## config.mk

```make
export PLATFORM = sky130hd
export DESIGN_NAME = modbus_serial_slave_port
export DESIGN_NICKNAME = d
export VERILOG_FILES = /design/src/shared/modbus_port_pkg.sv /design/src/shared/serial_frame_if.sv /design/src/hdl/serial_char_rx.sv /design/src/hdl/serial_char_tx.sv /design/src/hdl/modbus_serial_slave_port.sv
export SDC_FILE = /design/constraint.sdc
export NUM_CORES = 1
export LEC_CHECK = 0
export BUFFER_PORTS_ARGS = -buffer_cell sky130_fd_sc_hd__buf_2
export CAP_MARGIN = 10
export CORE_MARGIN = 5
export CORE_UTILIZATION = 60
export DETAILED_ROUTE_END_ITERATION = 10
export GPL_TIMING_DRIVEN = 0
export PLACE_DENSITY = 0.8
export SLEW_MARGIN = 20
export SYNTH_ARGS = -nofsm -noshare
export SYNTH_HDL_FRONTEND = slang
export SYNTH_SLANG_ARGS = --single-unit
```

## constraint.sdc

```tcl
create_clock -name core_clk -period 4.4 [get_ports core_clk]
set_input_delay 0 -clock core_clk [delete_from_list [all_inputs] [get_ports core_clk]]
set_output_delay 0 -clock core_clk [all_outputs]
set_load 0.02 [all_outputs]
```

## src/shared/modbus_port_pkg.sv

```systemverilog
// Constants and helpers shared by the serial slave port
package modbus_port_pkg;

  // ----
  // Timing
  // ----
  localparam int unsigned CLK_HZ = 100_000_000;
  localparam int unsigned RATE0_BPS = 4800;
  localparam int unsigned RATE1_BPS = 9600;
  localparam int unsigned RATE2_BPS = 19200;
  localparam int unsigned RATE3_BPS = 38400;
  localparam int unsigned TENTH_S_MS = 100;
  localparam int unsigned TENTH_CYC = CLK_HZ / 1000 * TENTH_S_MS;
  localparam int unsigned RTU_GAP_MS = 10;
  // Silence must be longer than the gap, so one cycle more
  localparam int unsigned RTU_GAP_CYC = CLK_HZ / 1000 * RTU_GAP_MS + 1;

  // ----
  // Register offsets and fields
  // ----
  localparam logic [7:0] REG_CTRL = 8'h00;
  localparam logic [7:0] REG_TIMEOUT = 8'h04;
  localparam logic [7:0] REG_STATUS = 8'h08;
  localparam logic [7:0] REG_MASK = 8'h0C;
  localparam logic [7:0] REG_RXDATA = 8'h10;
  localparam int CTRL_STATION_LSB = 0;
  localparam int CTRL_RATE_LSB = 8;
  localparam int CTRL_FAULT_LSB = 10;
  localparam int CTRL_PROTO_LSB = 12;
  localparam int ST_RX_ERR = 0;
  localparam int ST_TIMEOUT = 1;
  localparam int ST_FRAME = 2;
  localparam int ST_W = 3;

  // ----
  // Reset values and limits
  // ----
  localparam logic [7:0] STATION_RST = 8'h01;
  localparam logic [7:0] STATION_MIN = 8'h01;
  localparam logic [7:0] STATION_MAX = 8'hFE;
  localparam logic [7:0] BCAST_ADDR = 8'h00;
  localparam logic [1:0] RATE_RST = 2'h1;
  localparam logic [1:0] FAULT_RST = 2'h3;
  localparam logic [3:0] PROTO_RST = 4'h0;
  localparam logic [3:0] PROTO_MAX = 4'hB;
  localparam logic [10:0] TIMEOUT_RST = 11'h000;
  localparam logic [10:0] TIMEOUT_MAX = 11'h4B0;
  localparam logic [1:0] FLT_WARN_RUN = 2'h0;
  localparam logic [1:0] FLT_RAMP = 2'h1;
  localparam logic [1:0] FLT_COAST = 2'h2;
  localparam logic [1:0] FLT_SILENT = 2'h3;

  // ----
  // Characters
  // ----
  localparam logic [7:0] CH_COLON = 8'h3A;
  localparam logic [7:0] CH_CR = 8'h0D;
  localparam logic [7:0] CH_LF = 8'h0A;
  localparam logic [7:0] CH_ZERO = 8'h30;
  localparam logic [7:0] CH_NINE = 8'h39;
  localparam logic [7:0] CH_A = 8'h41;
  localparam logic [7:0] CH_F = 8'h46;

  typedef struct packed {
    logic rtu;
    logic parity_en;
    logic parity_odd;
    logic two_stop;
  } frame_fmt_t;

  function automatic frame_fmt_t proto_fmt(input logic [3:0] code);
    case (code)
      4'h0: proto_fmt = 4'b0001;
      4'h1: proto_fmt = 4'b0100;
      4'h2: proto_fmt = 4'b0110;
      4'h3: proto_fmt = 4'b1001;
      4'h4: proto_fmt = 4'b1100;
      4'h5: proto_fmt = 4'b1110;
      4'h6: proto_fmt = 4'b1000;
      4'h7: proto_fmt = 4'b1101;
      4'h8: proto_fmt = 4'b1111;
      4'h9: proto_fmt = 4'b0000;
      4'hA: proto_fmt = 4'b0101;
      4'hB: proto_fmt = 4'b0111;
      default: proto_fmt = 4'b0001;
    endcase
  endfunction : proto_fmt

  function automatic logic [15:0] bit_cycles(input logic [1:0] rate);
    case (rate)
      2'h0: bit_cycles = 16'(CLK_HZ / RATE0_BPS);
      2'h1: bit_cycles = 16'(CLK_HZ / RATE1_BPS);
      2'h2: bit_cycles = 16'(CLK_HZ / RATE2_BPS);
      default: bit_cycles = 16'(CLK_HZ / RATE3_BPS);
    endcase
  endfunction : bit_cycles

endpackage : modbus_port_pkg

```

## src/shared/serial_frame_if.sv

```systemverilog
// Character link between the frame logic and the bit engines
`timescale 1ns/100ps
`default_nettype none
interface serial_frame_if;
  logic [15:0] bit_cycles;
  logic seven_bits;
  logic parity_en;
  logic parity_odd;
  logic two_stop;
  logic [7:0] rx_data;
  logic rx_valid;
  logic rx_err;
  logic [7:0] tx_data;
  logic tx_valid;
  logic tx_ready;
  modport rx (input bit_cycles, seven_bits, parity_en, parity_odd,
    two_stop, output rx_data, rx_valid, rx_err);
  modport tx (input bit_cycles, seven_bits, parity_en, parity_odd,
    two_stop, tx_data, tx_valid, output tx_ready);
endinterface : serial_frame_if
`default_nettype wire

```

## src/hdl/serial_char_rx.sv

```systemverilog
// Character receiver with parity and stop checks
`timescale 1ns/100ps
`default_nettype none
module serial_char_rx
  import modbus_port_pkg::*;
(
  input wire logic core_clk,
  input wire logic resetn,
  input wire logic rx_line,
  serial_frame_if.rx sf
);
  typedef enum logic [2:0] {
    R_IDLE = 3'b001,
    R_START = 3'b010,
    R_BITS = 3'b100
  } rx_st_t;
  typedef struct packed {
    rx_st_t st;
    logic [15:0] cnt;
    logic [3:0] idx;
    logic [10:0] sh;
    logic [7:0] data;
    logic valid;
    logic err;
  } rx_t;
  rx_t r;
  rx_t next_r;

  always_comb begin
    logic [3:0] nd;
    logic [3:0] nbits;
    logic [3:0] ps;
    logic bad;
    nd = sf.seven_bits ? 4'h7 : 4'h8;
    ps = nd + {3'h0, sf.parity_en};
    nbits = ps + 4'h1 + {3'h0, sf.two_stop};
    bad = 1'b0;
    next_r = r;
    next_r.valid = 1'b0;
    next_r.err = 1'b0;
    case (r.st)
      R_IDLE: begin
        if (!rx_line) begin
          next_r.st = R_START;
          next_r.cnt = sf.bit_cycles >> 1;
        end
      end
      R_START: begin
        if (r.cnt == 16'h0000) begin
          // A short low glitch is not a start bit
          next_r.st = rx_line ? R_IDLE : R_BITS;
          next_r.cnt = sf.bit_cycles - 16'h0001;
          next_r.idx = 4'h0;
        end else begin
          next_r.cnt = r.cnt - 16'h0001;
        end
      end
      R_BITS: begin
        if (r.cnt == 16'h0000) begin
          next_r.sh[r.idx] = rx_line;
          next_r.cnt = sf.bit_cycles - 16'h0001;
          next_r.idx = r.idx + 4'h1;
          if (r.idx == nbits - 4'h1) begin
            next_r.st = R_IDLE;
            next_r.data = sf.seven_bits ? {1'b0, next_r.sh[6:0]}
                                        : next_r.sh[7:0];
            if (sf.parity_en &&
                ((^next_r.data ^ next_r.sh[nd]) != sf.parity_odd))
              bad = 1'b1;
            if (!next_r.sh[ps] || (sf.two_stop && !next_r.sh[ps + 4'h1]))
              bad = 1'b1;
            next_r.valid = !bad;
            next_r.err = bad;
          end
        end else begin
          next_r.cnt = r.cnt - 16'h0001;
        end
      end
      default: next_r.st = R_IDLE;
    endcase
  end

  always_ff @(posedge core_clk or negedge resetn) begin
    if (!resetn) begin
      r <= '{st: R_IDLE, default: '0};
    end else begin
      r <= next_r;
    end
  end

  assign sf.rx_data = r.data;
  assign sf.rx_valid = r.valid;
  assign sf.rx_err = r.err;
endmodule : serial_char_rx
`default_nettype wire

```

## src/hdl/serial_char_tx.sv

```systemverilog
// Character transmitter for the selected frame format
`timescale 1ns/100ps
`default_nettype none
module serial_char_tx
  import modbus_port_pkg::*;
(
  input wire logic core_clk,
  input wire logic resetn,
  serial_frame_if.tx sf,
  output logic tx_line,
  output logic tx_line_en
);
  typedef struct packed {
    logic busy;
    logic ready;
    logic line;
    logic [15:0] cnt;
    logic [3:0] idx;
    logic [3:0] len;
    logic [11:0] sh;
  } tx_t;
  tx_t r;
  tx_t next_r;

  always_comb begin
    logic [3:0] nd;
    logic [7:0] d;
    nd = sf.seven_bits ? 4'h7 : 4'h8;
    d = sf.seven_bits ? {1'b0, sf.tx_data[6:0]} : sf.tx_data;
    next_r = r;
    if (!r.busy) begin
      if (sf.tx_valid && r.ready) begin
        next_r.sh = '1;
        next_r.sh[0] = 1'b0;
        next_r.sh[8:1] = d;
        if (sf.seven_bits)
          next_r.sh[8] = 1'b1;
        if (sf.parity_en)
          next_r.sh[4'h1 + nd] = ^d ^ sf.parity_odd;
        next_r.len = nd + 4'h2 + {3'h0, sf.parity_en}
                     + {3'h0, sf.two_stop};
        next_r.busy = 1'b1;
        next_r.ready = 1'b0;
        next_r.idx = 4'h0;
        next_r.cnt = sf.bit_cycles - 16'h0001;
        next_r.line = 1'b0;
      end
    end else if (r.cnt == 16'h0000) begin
      next_r.idx = r.idx + 4'h1;
      next_r.cnt = sf.bit_cycles - 16'h0001;
      if (r.idx + 4'h1 == r.len) begin
        next_r.busy = 1'b0;
        next_r.ready = 1'b1;
        next_r.line = 1'b1;
      end else begin
        next_r.line = r.sh[r.idx + 4'h1];
      end
    end else begin
      next_r.cnt = r.cnt - 16'h0001;
    end
  end

  always_ff @(posedge core_clk or negedge resetn) begin
    if (!resetn) begin
      r <= '{ready: 1'b1, line: 1'b1, default: '0};
    end else begin
      r <= next_r;
    end
  end

  assign sf.tx_ready = r.ready;
  assign tx_line = r.line;
  assign tx_line_en = r.busy;
endmodule : serial_char_tx
`default_nettype wire

```

## src/hdl/modbus_serial_slave_port.sv

```systemverilog
// Serial slave port: setup registers, framing, addressing, faults
`timescale 1ns/100ps
`default_nettype none
// Operation
// - Station address held, only 1 to 254
// - Act only on frames carrying own or broadcast address
// - Rate code selects 4800 to 38400 bps
// - Fault code selects warn, ramp, coast, silent
// - Bus silence reaching a nonzero timeout raises warning unless fault code is silent
// - Protocol code selects mode, parity, stops
// - ASCII character: start, 7 data, optional parity, 1 or 2 stops
// - ASCII sends byte as two hex characters
// - Hex digits map to 30H-39H, 41H-46H
// - RTU sends byte as one raw character
// - RTU frames bounded by silence over 10 ms
// - ASCII frame starts with colon character
// - Address zero is broadcast, no reply
module modbus_serial_slave_port
  import modbus_port_pkg::*;
#(
  parameter int unsigned TENTH_CYCLES = TENTH_CYC,
  parameter int unsigned GAP_CYCLES = RTU_GAP_CYC
)(
  input wire logic core_clk,
  input wire logic resetn,
  input wire logic [7:0] addr,
  input wire logic [31:0] wdata,
  input wire logic wr,
  input wire logic rd,
  output logic [31:0] rdata,
  output logic irq,
  input wire logic rx_line,
  output logic tx_line,
  output logic tx_line_en,
  output logic [7:0] rx_data,
  output logic rx_valid,
  output logic frame_done,
  output logic frame_bcast,
  input wire logic [7:0] tx_data,
  input wire logic tx_valid,
  input wire logic tx_last,
  output logic tx_ready,
  output logic comm_warn,
  output logic ramp_stop_req,
  output logic coast_stop_req,
  output logic bus_idle_timeout_warning
);
  // ----
  // Elaboration checks
  // ----
  if (TENTH_CYCLES < 1 || TENTH_CYCLES >= (1 << 24)) begin : g_bad_tenth
    $error("TENTH_CYCLES out of range");
  end
  if (GAP_CYCLES < 1 || GAP_CYCLES >= (1 << 24)) begin : g_bad_gap
    $error("GAP_CYCLES out of range");
  end

  localparam logic [23:0] TENTH_LAST = 24'(TENTH_CYCLES - 1);
  localparam logic [23:0] GAP_LAST = 24'(GAP_CYCLES - 1);

  typedef enum logic [2:0] {
    RX_HUNT = 3'b001,
    RX_HI = 3'b010,
    RX_LO = 3'b100
  } rx_st_t;
  typedef enum logic [5:0] {
    TX_IDLE = 6'b000001,
    TX_COLON = 6'b000010,
    TX_HI = 6'b000100,
    TX_LO = 6'b001000,
    TX_CR = 6'b010000,
    TX_LF = 6'b100000
  } tx_st_t;
  typedef struct packed {
    logic [7:0] station;
    logic [1:0] rate;
    logic [1:0] fault;
    logic [3:0] proto;
    logic [10:0] timeout;
    logic [ST_W-1:0] status;
    logic [ST_W-1:0] mask;
    logic [31:0] rdata;
    logic irq;
    rx_st_t rxs;
    logic [3:0] nib;
    logic first;
    logic accept;
    logic bcast;
    logic [23:0] gap_cnt;
    logic gap_armed;
    logic [23:0] tenth_cnt;
    logic [10:0] idle_tenths;
    logic [7:0] last_rx;
    logic [7:0] out_data;
    logic out_valid;
    logic done;
    logic idle_warn;
    logic warn;
    logic ramp;
    logic coast;
    tx_st_t txs;
    logic [7:0] hold;
    logic last;
    logic open;
    logic ready;
    logic [7:0] ch;
    logic ch_valid;
  } port_t;
  port_t r;
  port_t next_r;
  frame_fmt_t fmt;

  serial_frame_if sf ();

  // ----
  // Bit engines
  // ----
  assign fmt = proto_fmt(r.proto);
  assign sf.bit_cycles = bit_cycles(r.rate);
  assign sf.seven_bits = !fmt.rtu;
  assign sf.parity_en = fmt.parity_en;
  assign sf.parity_odd = fmt.parity_odd;
  assign sf.two_stop = fmt.two_stop;
  assign sf.tx_data = r.ch;
  assign sf.tx_valid = r.ch_valid;

  serial_char_rx u_rx (
    .core_clk(core_clk),
    .resetn(resetn),
    .rx_line(rx_line),
    .sf(sf)
  );

  serial_char_tx u_tx (
    .core_clk(core_clk),
    .resetn(resetn),
    .sf(sf),
    .tx_line(tx_line),
    .tx_line_en(tx_line_en)
  );

  // ----
  // Hex coding
  // ----
  function automatic logic [7:0] to_hex(input logic [3:0] n);
    to_hex = (n < 4'hA) ? CH_ZERO + {4'h0, n}
                        : CH_A + {4'h0, n - 4'hA};
  endfunction : to_hex

  function automatic logic [4:0] from_hex(input logic [7:0] c);
    // Upper case only; bit 4 flags a valid digit
    if (c >= CH_ZERO && c <= CH_NINE)
      from_hex = {1'b1, 4'(c - CH_ZERO)};
    else if (c >= CH_A && c <= CH_F)
      from_hex = {1'b1, 4'(c - CH_A + 8'h0A)};
    else
      from_hex = 5'h00;
  endfunction : from_hex

  // ----
  // Next state
  // ----
  always_comb begin
    logic [ST_W-1:0] set;
    logic [ST_W-1:0] clr;
    logic [4:0] hx;
    logic [7:0] b;
    logic got;
    logic ends;
    logic idle_hit;
    logic tx_take;
    set = '0;
    clr = '0;
    hx = from_hex(sf.rx_data);
    b = 8'h00;
    got = 1'b0;
    ends = 1'b0;
    next_r = r;
    next_r.rdata = 32'h0000_0000;
    next_r.out_valid = 1'b0;
    next_r.done = 1'b0;
    next_r.ch_valid = 1'b0;

    // Register writes
    if (wr) begin
      case (addr)
        REG_CTRL: begin
          if (wdata[CTRL_STATION_LSB +: 8] >= STATION_MIN &&
              wdata[CTRL_STATION_LSB +: 8] <= STATION_MAX)
            next_r.station = wdata[CTRL_STATION_LSB +: 8];
          next_r.rate = wdata[CTRL_RATE_LSB +: 2];
          next_r.fault = wdata[CTRL_FAULT_LSB +: 2];
          if (wdata[CTRL_PROTO_LSB +: 4] <= PROTO_MAX)
            next_r.proto = wdata[CTRL_PROTO_LSB +: 4];
        end
        REG_TIMEOUT: begin
          if (wdata[10:0] <= TIMEOUT_MAX && wdata[31:11] == '0)
            next_r.timeout = wdata[10:0];
        end
        REG_STATUS: clr = wdata[ST_W-1:0];
        REG_MASK: next_r.mask = wdata[ST_W-1:0];
        default: ;
      endcase
    end

    // Register reads; unmapped reads return zero
    if (rd) begin
      case (addr)
        REG_CTRL: next_r.rdata = {16'h0000, r.proto, r.fault,
                                  r.rate, r.station};
        REG_TIMEOUT: next_r.rdata = {21'h000000, r.timeout};
        REG_STATUS: next_r.rdata = {29'h0, r.status};
        REG_MASK: next_r.rdata = {29'h0, r.mask};
        REG_RXDATA: next_r.rdata = {24'h000000, r.last_rx};
        default: next_r.rdata = 32'h0000_0000;
      endcase
    end

    // RTU silence tracking
    if (sf.rx_valid || sf.rx_err) begin
      next_r.gap_cnt = 24'h000000;
      next_r.gap_armed = 1'b1;
    end else if (r.gap_armed) begin
      if (r.gap_cnt == GAP_LAST) begin
        next_r.gap_armed = 1'b0;
        if (fmt.rtu) begin
          ends = !r.first;
          next_r.first = 1'b1;
        end
      end else begin
        next_r.gap_cnt = r.gap_cnt + 24'h000001;
      end
    end

    // Character decode
    if (sf.rx_err) begin
      set[ST_RX_ERR] = 1'b1;
      next_r.accept = 1'b0;
      next_r.rxs = RX_HUNT;
    end else if (sf.rx_valid) begin
      next_r.last_rx = sf.rx_data;
      if (fmt.rtu) begin
        got = 1'b1;
        b = sf.rx_data;
      end else if (sf.rx_data == CH_COLON) begin
        next_r.rxs = RX_HI;
        next_r.first = 1'b1;
      end else begin
        case (r.rxs)
          RX_HI: begin
            if (sf.rx_data == CH_CR) begin
              ends = !r.first;
              next_r.rxs = RX_HUNT;
            end else if (hx[4]) begin
              next_r.nib = hx[3:0];
              next_r.rxs = RX_LO;
            end else begin
              set[ST_RX_ERR] = 1'b1;
              next_r.rxs = RX_HUNT;
            end
          end
          RX_LO: begin
            next_r.rxs = RX_HI;
            if (hx[4]) begin
              got = 1'b1;
              b = {r.nib, hx[3:0]};
            end else begin
              set[ST_RX_ERR] = 1'b1;
              next_r.rxs = RX_HUNT;
            end
          end
          default: next_r.rxs = RX_HUNT;
        endcase
      end
    end

    if (got) begin
      if (r.first) begin
        next_r.first = 1'b0;
        next_r.accept = (b == r.station) || (b == BCAST_ADDR);
        next_r.bcast = (b == BCAST_ADDR);
      end else if (r.accept) begin
        next_r.out_data = b;
        next_r.out_valid = 1'b1;
      end
    end
    if (ends && r.accept) begin
      next_r.done = 1'b1;
      set[ST_FRAME] = 1'b1;
      next_r.accept = 1'b0;
    end

    // Idle timeout in tenths of a second
    if (sf.rx_valid || sf.rx_err) begin
      next_r.tenth_cnt = 24'h000000;
      next_r.idle_tenths = 11'h000;
    end else if (r.tenth_cnt == TENTH_LAST) begin
      next_r.tenth_cnt = 24'h000000;
      if (r.idle_tenths != TIMEOUT_MAX)
        next_r.idle_tenths = r.idle_tenths + 11'h001;
    end else begin
      next_r.tenth_cnt = r.tenth_cnt + 24'h000001;
    end
    idle_hit = (r.timeout != 11'h000) && (r.fault != FLT_SILENT)
               && (r.idle_tenths >= r.timeout);
    next_r.idle_warn = idle_hit && !(sf.rx_valid || sf.rx_err);
    if (idle_hit && !r.idle_warn)
      set[ST_TIMEOUT] = 1'b1;

    // Set wins over a same-cycle clear
    next_r.status = (r.status & ~clr) | set;
    next_r.irq = |(next_r.status & r.mask);

    // Fault reaction latched until the error bit is cleared
    next_r.warn = next_r.status[ST_RX_ERR]
                  && (r.fault != FLT_SILENT);
    next_r.ramp = next_r.status[ST_RX_ERR] && (r.fault == FLT_RAMP);
    next_r.coast = next_r.status[ST_RX_ERR]
                   && (r.fault == FLT_COAST);

    // Reply encoder
    tx_take = tx_valid && r.ready;
    if (tx_take) begin
      next_r.hold = tx_data;
      next_r.last = tx_last;
      if (r.bcast) begin
        next_r.txs = TX_IDLE;
      end else if (fmt.rtu) begin
        next_r.txs = TX_LO;
      end else begin
        next_r.txs = r.open ? TX_HI : TX_COLON;
      end
    end
    if (sf.tx_ready && !r.ch_valid) begin
      case (r.txs)
        TX_COLON: begin
          next_r.ch = CH_COLON;
          next_r.open = 1'b1;
          next_r.txs = TX_HI;
        end
        TX_HI: begin
          next_r.ch = to_hex(r.hold[7:4]);
          next_r.txs = TX_LO;
        end
        TX_LO: begin
          next_r.ch = fmt.rtu ? r.hold : to_hex(r.hold[3:0]);
          next_r.txs = (!fmt.rtu && r.last) ? TX_CR : TX_IDLE;
        end
        TX_CR: begin
          next_r.ch = CH_CR;
          next_r.txs = TX_LF;
        end
        TX_LF: begin
          next_r.ch = CH_LF;
          next_r.open = 1'b0;
          next_r.txs = TX_IDLE;
        end
        default: ;
      endcase
      next_r.ch_valid = (r.txs != TX_IDLE);
    end
    next_r.ready = (next_r.txs == TX_IDLE) && !tx_take;
  end

  // ----
  // State register
  // ----
  always_ff @(posedge core_clk or negedge resetn) begin
    if (!resetn) begin
      r <= '{station: STATION_RST, rate: RATE_RST, fault: FAULT_RST,
             proto: PROTO_RST, timeout: TIMEOUT_RST, rxs: RX_HUNT,
             first: 1'b1, txs: TX_IDLE, ready: 1'b1, default: '0};
    end else begin
      r <= next_r;
    end
  end

  assign rdata = r.rdata;
  assign irq = r.irq;
  assign rx_data = r.out_data;
  assign rx_valid = r.out_valid;
  assign frame_done = r.done;
  assign frame_bcast = r.bcast;
  assign tx_ready = r.ready;
  assign comm_warn = r.warn;
  assign ramp_stop_req = r.ramp;
  assign coast_stop_req = r.coast;
  assign bus_idle_timeout_warning = r.idle_warn;
endmodule : modbus_serial_slave_port
`default_nettype wire

```

==> results of run 1 <==
-- area by class of cell --
type | instances | area share, %
timing repair buffer | 129 | 5.50
inverter | 68 | 1.57
sequential | 248 | 38.2
clock buffer | 38 | 4.77
multi-input combinational | 1147 | 44.0
buffer | 93 | 3.22
tap | 319 | 2.45
clock inverter | 10 | 0.338
-- final timing paths --
| check | start | to | slack (ns) | depth (start not counted) |
|---|---|---|---|---|
| setup / recovery | r[168] | u_rx.sf.rx_data[5] | 0.47 | 17 |
| hold / removal | tx_valid | r[24] | 0.04 | 4 |
| setup reg to reg | r[168] | u_rx.sf.rx_data[5] | 0.47 | 17 |
| hold reg to reg | u_rx.r[17] | u_rx.r[17] | 0.48 | 2 |
| max in group asynchronous | resetn | r[176] | 3.10 | 4 |
| min in group asynchronous | resetn | u_tx.r[25] | 0.07 | 2 |
-- critical path: cells and delay by family, from the launching register on --
kind	cells	cell delay [ns]
adder cells (fa/ha/maj)	4	1.12
AO/OA/AOI/OAI	3	0.61
flip-flops	1	0.45
buffers and inverters	5	0.65
AND/OR/NAND/NOR	4	0.84
XOR/XNOR	1	0.17
-- cell usage after synthesis, types with 4 or more instances --
cell type and number:
mux2i_1 24, o21ai_1 6, clkbuf_1 45, o22ai_1 9
nor2b_1 12, nor4_1 19, and4_1 10, o21ai_0 108
nor4b_1 8, nor2_1 155, inv_1 67, o211ai_1 11
nand2b_1 14, a22oi_1 11, a21oi_1 87, a211oi_1 5
buf_4 41, and3_1 19, xnor2_1 34, a21boi_0 4
dfrtp_1 237, a21o_1 12, a32o_1 4, nand3_1 46
and2_1 11, xor2_1 53, nand2_1 192, nor3_1 32
o31ai_1 8, nand4_1 17, or4_1 4, a31oi_1 10
o21a_1 6, dfstp_2 11, ha_1 53, or3_1 21
o22a_1 4, buf_2 4, nand3b_1 9, nor3b_1 13
mux2_2 36
-- metal layers --
| layer | GRT usage [%] | part of all wire (%) |
|---|---|---|
| met2 | 42.9 | 48 |
| met3 | 3.33 | 5.5 |
| met5 | 0 | 0 |
| met1 | 36.8 | 44 |
| met4 | 7.13 | 2.3 |
-- cells by family (layout without fill, tap and decap cells) --
logic type,after synthesis,in the layout
simple gates,604,604
other cells,1,16
buf+inv,161,338
xor+xnor,87,87
compound gates,323,323
mux,63,63
flops,248,248
fa+ha+maj,54,54
-- sequential cells by signal, indices dropped and copies added (netlist names), 8 cells and up --
name and count:
u_tx.r 33, rx_data 8, r 126, u_rx.sf.rx_data 8, u_rx.r 34, sf.tx_data 8
rdata 16
-- power groups by stage --
stage | Sequential (mW) | Combinational [mW] | Clock (mW)
after CTS | 2.51 | 0.540 | 2.17
after detailed placement | 2.55 | 0.511 | 0
final | 2.51 | 0.542 | 2.13
after global placement | 2.54 | 0.483 | 0
after floorplan | 2.52 | 0.344 | 0
after global routing | 2.53 | 0.613 | 2.26
-- what timing repair did --
item,4_1_cts,5_1_grt
hold endpoints to repair,147,0
endpoints found under the setup margin,0,10
hold buffers,39,0
gates resized for setup,0,4
-- stage by stage --
stage / area, um^2 / std cells
2_1_floorplan: 14200 / 1556
3_3_place_gp: 15000 / 1963
3_5_place_dp: 15100 / 1965
4_1_cts: 16300 / 2052
5_1_grt: 16300 / 2052
6_report: 16300 / 2052
==> reports/results.ini, run 1 <==
[outcome]
outcome = finished, final reports clean

[synth]
yosys.area.top_type = dfrtp_1
syn-mean-instance-area_um2 = 9.15
synth_mux_area_share_pct = 5.06
ys_warn_count = 0
synth_top_area_share_pct = 42.0
synth-xor-area-share_pct = 5.40
synth-simple-area-share_pct = 21.0
synth-seq-area-share_pct = 44.1
synth_ff_type = dfrtp_1
netlist_area_mm2 = 0.0141
synth_cell_types = 86
synth_edf_count = 0
yosys.area_share.adder_pct = 4.84
synth_top_family_by_area = simple AND/OR/NAND/NOR gates
ys_seq_elements = 248
synth_compound_area_share_pct = 14.0
synth.area.top_cells = dfrtp_1, nand2_1, ha_1, nor2_1, o21ai_0
synthArstFlopShare_pct = 100
synth_cells = 1541

[cells_and_area]
fin_nets = 1822
final_common_cell = dfrtp_1
drive_gt1_share_pct = 14.5
final_util_pct = 69.8
multi_input_area_mm2 = 0.00717
synthToLayoutAreaGrowth_pct = 15.5
seqCellArea_mm2 = 0.00622
nFillCells = 1763
diodes = 0
final_cell_mix = dfrtp_1, nand2_1, nor2_1, o21ai_0, buf_2

[routing]
drc_errors = 0
avgViaCountPerCell = 5.80
route.antenna.remaining_nets = 0
wl_um = 34500
dr.pass1.iters = 5
wire_per_inst_um = 16.8
vias = 11894
drtIter0Drc = 993

[clock_network]
cts_buffer_depth = 3
cts_root_buf = clkbuf_16
ctsHtreeMaxLevel = 1
clkTransAtPathRegs_ns = 0.06
cts.sinks = 248
cts_tree = done
numCtsBuffers = 26
clkLatencyLatePin_ns = 0.53
post_cts_buffers = 0

[min_path]
hold_class = in -> reg

[power_and_ir_drop]
p_per_area_mw_per_mm2 = 318
p_int_mw = 3.85
irDropWorstVdd_uv = 276
power_frac_comb_pct = 10.5
seq_power_share_pct = 48.5
clockPowerShare_pct = 41.1
p_leak_nw = 7.67
swShare_pct = 25.7
power.total_mw = 5.18
power_switching_mw = 1.33

[die]
die_y_um = 163
io_pins = 106
die_x_um = 163
row_count = 56
die-area_mm2 = 0.0267
initial_core_util_pct = 60.5
core_area_mm2 = 0.0233

[placed_design]
post-place-ws_ns = 0.166
io_buffer_count = 88
place_hpwl_um = 24300
finalWeightedCongestion = 0.919

[grt]
grt_max_degree = 95
antenna_found_initial = 0
grt_overflow = 0
track_usage_pct = 26.1
grt_pass1_vias = 11636
grt_pass1_wl_um = 57600

[worst_setup_path]
cp.required_ns = 4.85
critPathMaxStageDelay_ns = 0.45
crit_chain = inv_1 -> ha_1 -> nor2b_1 -> a21oi_1 -> o22ai_1 -> ha_1 -> inv_1 -> ha_1 -> inv_1 -> ha_1 -> xor2_1 -> nor3_1 -> inv_1 -> nor2_4 -> buf_2 -> nor2_1 -> a21oi_1
critical_path.startpoint_type = flip-flop
path_max_fanout = 10
cp.arrival_ns = 4.38
cp_slowest_cell = dfrtp_1
crit_type = reg -> reg
critPathCaptureType = flip-flop

[sta]
slew_violations = 0
max_freq_ghz = 0.255
period_needed_ns = 3.93
finalSetupTns_ns = 0
hold_ws_ns = 0.0407
period_share_pct = 89.3
skew_ns = 0.0103
rsz0062_at_grt = no
slew_headroom_pct = 30.2
layout_setup_ws_ns = 0.473
finalHoldViolCount = 0
final-setup-viol-count = 0
worstMarginPinSlew_ns = 1.04

[job]
maxCapViolCount = 0

(Power assumes the default switching activity.)
==> inputs of run 2 (changes only) <==
ABC_AREA = 1   (was default)
PLACE_DENSITY = 0.79   (was 0.8)
==> run 2 against run 1 <==
Die area increased by 3.7%. Synthesized cell count rose by 21%. Critical path depth increased by 1. Critical endpoint is now u_rx.sf.rx_data[6].
==> reports/results.ini, run 2 <==
[outcome]
outcome = finished, final reports clean  ; unchanged

[clock_network]
cts.sinks = 248  ; unchanged
ctsHtreeMaxLevel = 1  ; unchanged
cts_buffer_depth = 3  ; unchanged
clkLatencyLatePin_ns = 0.55  ; was 0.53 ns
numCtsBuffers = 27  ; was 26
holdBufCountCts = 37  ; was 39
clkTransAtPathRegs_ns = 0.06  ; about the same
cts_tree = done  ; unchanged
cts_resized = 0  ; unchanged
cts_root_buf = clkbuf_16  ; unchanged
post_cts_buffers = 0  ; unchanged

[placed_design]
place_hpwl_um = 27700  ; was 24300 um
io_buffer_count = 89  ; was 88
finalWeightedCongestion = 0.937  ; was 0.919

[sta]
period_needed_ns = 3.75  ; was 3.93 ns
slew_headroom_pct = 51.6  ; was 30.2%
worstMarginPinSlew_ns = 0.724  ; was 1.04 ns
hold_ws_ns = 0.0391  ; was 0.0407 ns
final-setup-viol-count = 0  ; unchanged
slew_violations = 0  ; unchanged
max_freq_ghz = 0.267  ; was 0.255 GHz
finalHoldViolCount = 0  ; unchanged
period_share_pct = 85.2  ; was 89.3%
rsz0062_at_grt = no  ; unchanged
skew_ns = 0.0152  ; was 0.0103 ns

[synth]
synth_most_common_cell = nand2_1  ; was dfrtp_1
syn-mean-instance-area_um2 = 7.85  ; was 9.15 um^2
synth_top_area_share_pct = 40.4  ; was 42.0%
synth_cell_types = 65  ; was 86
synth.area.top_cells = dfrtp_1, nand2_1, inv_1, nor2_1, o21ai_0  ; was dfrtp_1, nand2_1, ha_1, nor2_1, o21ai_0
ys_seq_elements = 248  ; unchanged
synth_commonest_cells = nand2_1, inv_1, dfrtp_1, nor2_1, o21ai_0  ; was dfrtp_1, nand2_1, nor2_1, o21ai_0, a21oi_1
yosys.area.top_type = dfrtp_1  ; unchanged
synth-seq-area-share_pct = 42.4  ; was 44.1%
netlist_area_mm2 = 0.0147  ; was 0.0141 mm^2
ys_warn_count = 0  ; unchanged
synthArstFlopShare_pct = 100  ; unchanged
synth_ff_type = dfrtp_1  ; unchanged
synth_cells = 1869  ; was 1541
synth_edf_count = 0  ; unchanged

[worst_setup_path]
crit_type = reg -> reg  ; unchanged
cp.required_ns = 4.86  ; was 4.85 ns
path_max_fanout = 10  ; unchanged
critical_path.startpoint_type = flip-flop  ; unchanged
cp.arrival_ns = 4.21  ; was 4.38 ns
critPathCaptureType = flip-flop  ; unchanged

[cells_and_area]
largestRegisters = r: 126 flops, u_rx.r: 34 flops, u_tx.r: 33 flops  ; unchanged
final_util_pct = 70.1  ; was 69.8%
final_cell_mix = nand2_1, inv_1, dfrtp_1, nor2_1, o21ai_0  ; was dfrtp_1, nand2_1, nor2_1, o21ai_0, buf_2
drive_gt1_share_pct = 13.9  ; was 14.5%
largest_reg_flops = 126  ; unchanged
synthToLayoutAreaGrowth_pct = 15.6  ; was 15.5%
nFillCells = 1898  ; was 1763
regMostFlops = r  ; unchanged
diodes = 0  ; unchanged
final_common_cell = nand2_1  ; was dfrtp_1
fin_nets = 2151  ; was 1822

[die]
die_x_um = 166  ; was 163 um
initial_core_util_pct = 60.7  ; was 60.5%
row_count = 57  ; was 56
io_pins = 106  ; unchanged
die_y_um = 166  ; was 163 um
die-area_mm2 = 0.0277  ; was 0.0267 mm^2
core_area_mm2 = 0.0242  ; was 0.0233 mm^2

[routing]
wl_um = 38000  ; was 34500 um
dr.pass1.iters = 7  ; was 5
vias = 13399  ; was 11894
top_layer = met4  ; unchanged
drtIter0Drc = 1198  ; was 993
drc_errors = 0  ; unchanged
wl_met1_um = 16200  ; was 15200 um
routed-wl-met2_um = 18000  ; was 16700 um
avgViaCountPerCell = 5.61  ; was 5.80
wire_per_inst_um = 15.9  ; was 16.8 um
route.antenna.remaining_nets = 0  ; unchanged
met3_length_um = 2700  ; was 1890 um

[power_and_ir_drop]
irDropWorstVdd_uv = 248  ; was 276 uV
p_per_area_mw_per_mm2 = 323  ; was 318 mW/mm^2
p_leak_nw = 8.48  ; was 7.67 nW
power.total_mw = 5.47  ; was 5.18 mW

[job]
maxCapViolCount = 0  ; unchanged

[grt]
grt_pass1_wl_um = 64000  ; was 57600 um
grt_pass1_vias = 13144  ; was 11636
grt_max_degree = 77  ; was 95
antenna_found_initial = 0  ; unchanged
track_usage_pct = 27.2  ; was 26.1%
grt_overflow = 0  ; unchanged

[min_path]
hold_class = in -> async  ; was in -> reg

-- run 2: cell types whose count changed in the layout (fill, tap and decap cells not counted), moves of 19 or more --
cell	change
inv_1	+193
nand2_1	+181
nand3_1	+46
mux2_2	-35
nand4_1	+28
clkbuf_1	-27
nor2_1	+27
o21ai_0	+26
mux2i_1	-24
or3_1	-21
and3_1	-19
-- run 2: cells by family (layout without fill, tap and decap cells) --
kind of cell | after synthesis | count (layout) | share of synthesized area (%)
buffers and inverters | 345 | 524 | 10.1
xor gates and xnor gates | 55 | 55 | 3.28
muxes | 1 | 1 | 0.0768
other | 1 | 16 | 0.0256
adders and majority gates | 54 | 54 | 4.66
DFF | 248 | 248 | 42.4
AOI/OAI and AO/OA | 339 | 339 | 13.6
and+or+nand+nor | 826 | 826 | 25.9
-- run 2: through the flow --
step	instances	setup slack [ns]	setup TNS (ns)	area, um^2
2_1_floorplan	1884	1.23	0	14700
3_3_place_gp	2297	-1.11	-258.83	15600
3_5_place_dp	2300	0.674	0	15700
4_1_cts	2387	0.670	0	17000
5_1_grt	2387	0.364	0	17000
6_report	2387	0.650	0	17000
-- run 2: final cells by class --
| cell class | instances | area [um^2] | share of cell area [%] |
|---|---|---|---|
| Timing Repair Buffer | 129 | 918 | 5.42 |
| Clock inverter | 10 | 109 | 0.642 |
| Sequential cell | 248 | 6220 | 36.7 |
| Buffer | 71 | 453 | 2.67 |
| Inverter | 274 | 1030 | 6.07 |
| Multi-Input combinational cell | 1291 | 7020 | 41.4 |
| Tap cell | 324 | 405 | 2.39 |
| Clock buffer | 40 | 795 | 4.69 |
-- run 2: final timing paths --
path | depth (start not counted) | endpoint | slack [ns] | from
min | 2 | u_tx.tx_line | 0.04 | resetn
min reg2reg | 2 | rx_data[1] | 0.48 | rx_data[1]
max in group asynchronous | 4 | u_tx.sf.tx_ready | 3.57 | resetn
max | 18 | u_rx.sf.rx_data[6] | 0.65 | r[168]
max reg2reg | 18 | u_rx.sf.rx_data[6] | 0.65 | r[168]
min in group core_clk | 8 | r[157] | 0.07 | wdata[20]
-- run 2: power breakdown --
part / switching [mW] / leakage, nW / internal, mW
Combinational: 0.466 / 4.92 / 0.244
Sequential: 0.0876 / 3.12 / 2.37
Clock: 0.942 / 0.443 / 1.36
-- run 2: critical path, stage by stage, from the launching register on --
cell and delay, ns:
dfrtp_1 0.41, inv_1 0.10, ha_1 0.30, nor2_1 0.13, nor2_1 0.07, a22oi_1 0.37
inv_1 0.18, ha_1 0.35, inv_1 0.19, ha_1 0.21, inv_1 0.05, ha_1 0.29
nor2_1 0.05, a221oi_1 0.18, o21ai_0 0.15, nor2_1 0.19, nand2_4 0.12, buf_6 0.17
o21ai_1 0.12
-- run 2: per-layer routing --
layer	vias up	GRT usage [%]
li1	6468	-
met4	0	8.43
met2	485	44.8
met5	-	0
met3	93	4.38
met1	6353	37.2
==> inputs of run 3 (changes only) <==
CORE_UTILIZATION = 50   (was 60)
PLACE_DENSITY = 0.68   (was 0.79)
==> run 3 against run 2 <==
Non-clock buffer count unchanged. Via count fell by 1.9%. Worst setup slack lost 0.0057 ns. Critical endpoint is now u_rx.sf.rx_data[5]. Highest routed layer unchanged.
==> reports/results.ini, run 3 (synthesis results as in run 2) <==
[outcome]
outcome = finished, final reports clean  ; unchanged

[sta]
skew_ns = 0.0268  ; was 0.0152 ns
period_needed_ns = 3.76  ; was 3.75 ns
period_share_pct = 85.4  ; was 85.2%
slew_headroom_pct = 51.6  ; about the same
slew_violations = 0  ; unchanged
finalSetupTns_ns = 0  ; unchanged
finalHoldViolCount = 0  ; unchanged
final-setup-viol-count = 0  ; unchanged
max_freq_ghz = 0.266  ; was 0.267 GHz
worstMarginPinSlew_ns = 0.723  ; was 0.724 ns
rsz0062_at_grt = no  ; unchanged

[grt]
track_usage_pct = 22.7  ; was 27.2%
grt_pass1_wl_um = 63500  ; was 64000 um
grt_overflow = 0  ; unchanged
grt_max_degree = 95  ; was 77
antenna_found_initial = 0  ; unchanged
grt_pass1_vias = 12767  ; was 13144

[clock_network]
numCtsBuffers = 28  ; was 27
ctsHtreeMaxLevel = 1  ; unchanged
post_cts_buffers = 0  ; unchanged
cts_root_buf = clkbuf_16  ; unchanged
cts.sinks = 248  ; unchanged
clkLatencyLatePin_ns = 0.57  ; was 0.55 ns
cts_resized = 0  ; unchanged
cts_tree = done  ; unchanged
clkTransAtPathRegs_ns = 0.06  ; about the same
cts_buffer_depth = 3  ; unchanged

[worst_setup_path]
r2r_cells = 18  ; unchanged
cp.arrival_ns = 4.22  ; was 4.21 ns
cp_top_family = adder cells  ; unchanged
crit_chain = inv_1 -> ha_1 -> nor2_1 -> nor2_1 -> a22oi_1 -> inv_1 -> ha_1 -> inv_1 -> ha_1 -> inv_1 -> ha_1 -> nor2_1 -> a221oi_1 -> o21ai_0 -> nor2_1 -> nand2_4 -> buf_6 -> o21ai_1  ; unchanged
cp_num_buf_inv = 5  ; unchanged
cp.required_ns = 4.87  ; was 4.86 ns
critPathMaxStageDelay_ns = 0.42  ; was 0.41 ns
worstReg2RegStart = r[168]  ; unchanged
path_max_fanout = 10  ; unchanged
cp_slowest_cell = a22oi_1  ; was dfrtp_1
crit_type = reg -> reg  ; unchanged
r2r_end = u_rx.sf.rx_data[5]  ; was u_rx.sf.rx_data[6]
ff2ff_setup_slack_ns = 0.64  ; was 0.65 ns
crit_start = r[168]  ; unchanged
critical_path.startpoint_type = flip-flop  ; unchanged
critPathCaptureType = flip-flop  ; unchanged

[cells_and_area]
drive_gt1_share_pct = 14.1  ; was 13.9%
final_util_pct = 59.4  ; was 70.1%
final_cells = 2451  ; was 2387
largestRegisters = r: 126 flops, u_rx.r: 34 flops, u_tx.r: 33 flops  ; unchanged
largest_reg_flops = 126  ; unchanged
synthToLayoutAreaGrowth_pct = 16.8  ; was 15.6%
regMostFlops = r  ; unchanged
final_cell_mix = nand2_1, inv_1, dfrtp_1, nor2_1, o21ai_0  ; unchanged
fin_nets = 2152  ; was 2151
final_common_cell = nand2_1  ; unchanged

[routing]
wl_met1_um = 17200  ; was 16200 um
vias = 13147  ; was 13399
drtIter0Drc = 1089  ; was 1198
wire_per_inst_um = 15.3  ; was 15.9 um
met3_length_um = 2250  ; was 2700 um
dr.pass1.iters = 5  ; was 7
route.antenna.remaining_nets = 0  ; unchanged
drc_errors = 0  ; unchanged
avgViaCountPerCell = 5.36  ; was 5.61
wl_um = 37600  ; was 38000 um
top_layer = met4  ; unchanged
routed-wl-met2_um = 17500  ; was 18000 um

[power_and_ir_drop]
power_switching_mw = 1.57  ; was 1.50 mW
p_int_mw = 4.17  ; was 3.98 mW
p_per_area_mw_per_mm2 = 335  ; was 323 mW/mm^2
swShare_pct = 27.3  ; about the same
irDropWorstVdd_uv = 248  ; about the same
seq_power_share_pct = 42.7  ; was 44.9%
power_frac_comb_pct = 12.2  ; was 13.0%
p_leak_nw = 8.52  ; was 8.48 nW
clockPowerShare_pct = 45.1  ; was 42.2%

[job]
maxCapViolCount = 0  ; unchanged

[min_path]
hold_start = wdata[21]
hold_class = in -> reg  ; was in -> async
hold_depth = 8
min_to = r[157]

[placed_design]
io_buffer_count = 89  ; unchanged
finalWeightedCongestion = 0.928  ; was 0.937
place_hpwl_um = 28000  ; was 27700 um
placedCellCount = 2359  ; was 2300

[die]
die_y_um = 181  ; was 166 um
io_pins = 106  ; unchanged
die_x_um = 181  ; was 166 um
initial_core_util_pct = 50.8  ; was 60.7%
die-area_mm2 = 0.0329  ; was 0.0277 mm^2
core_area_mm2 = 0.0289  ; was 0.0242 mm^2
row_count = 62  ; was 57

run 3: changes by cell type in the layout (fill, tap and decap cells not counted), sizes merged:
cell / before / now
clkinvlp: 2 / 4
buf: 148 / 146
clkinv: 6 / 11
inv: 274 / 275
dlygate4sd3: 36 / 38
bufinv: 2 / 6
diode: 0 / 2
clkbuf: 56 / 46
run 3: through the flow:
stage | total power [mW] | hold slack [ns] | setup WS, ns | cell area [um^2]
floorplan | 2.92 | -0.296 | 1.23 | 14700
global placement | 3.13 | 0.207 | -1.19 | 15700
detailed placement | 3.16 | -0.00613 | 0.713 | 15700
CTS | 5.79 | 0.00440 | 0.647 | 17100
global route | 6.00 | 0.0924 | 0.267 | 17100
finish | 5.74 | 0.0287 | 0.644 | 17100
run 3: area by class of cell:
type / instances / area [um^2]
antenna: 2 / 5.00
buffer: 71 / 453
clock buffer: 30 / 728
clock inverter: 22 / 308
fill: 2607 / 11700
inverter: 274 / 1030
multi-input combinational: 1291 / 7020
sequential: 248 / 6220
tap: 384 / 480
timing repair buffer: 129 / 891
run 3: how the worst max path moves through the flow:
| stage | endpoint | cells past startpoint | slack, ns |
|---|---|---|---|
| after floorplan | u_rx.sf.rx_data[6] | 18 | 1.23 |
| after global placement | r[24] | 1 | -1.19 |
| after detailed placement | u_rx.sf.rx_data[6] | 18 | 0.71 |
| after CTS | u_rx.sf.rx_data[5] | 18 | 0.65 |
| after global routing | u_rx.sf.rx_data[5] | 18 | 0.27 |
| final | u_rx.sf.rx_data[5] | 18 | 0.64 |
run 3: repair_timing:
| action | CTS | global route |
|---|---|---|
| hold endpoints to repair | 304 | 0 |
| hold buffers | 38 | 0 |
| endpoints found under the setup margin | 0 | 0 |
run 3: worst reg2reg max path, cell delays in order, from the launching register on:
cell	delay, ns
dfrtp_1	0.39
inv_1	0.10
ha_1	0.29
nor2_1	0.12
nor2_1	0.07
a22oi_1	0.42
inv_1	0.18
ha_1	0.36
inv_1	0.18
ha_1	0.21
inv_1	0.05
ha_1	0.28
nor2_1	0.05
a221oi_1	0.19
o21ai_0	0.15
nor2_1	0.19
nand2_4	0.13
buf_6	0.18
o21ai_1	0.14
run 3: power groups by stage:
stage          clock network, mW  registers (mW)  logic (mW)
6_report                    2.59            2.45       0.700
5_1_grt                     2.74            2.46       0.791
4_1_cts                     2.65            2.45       0.695
3_5_place_dp                   0            2.49       0.667
3_3_place_gp                   0            2.49       0.643
2_1_floorplan                  0            2.48       0.443
run 3: per-layer routing:
layer / GRT usage [%] / up-vias
met1: 32.3 / 6224
li1: - / 6482
met4: 5.13 / 0
met2: 37.3 / 390
met3: 2.82 / 51
met5: 0 / -
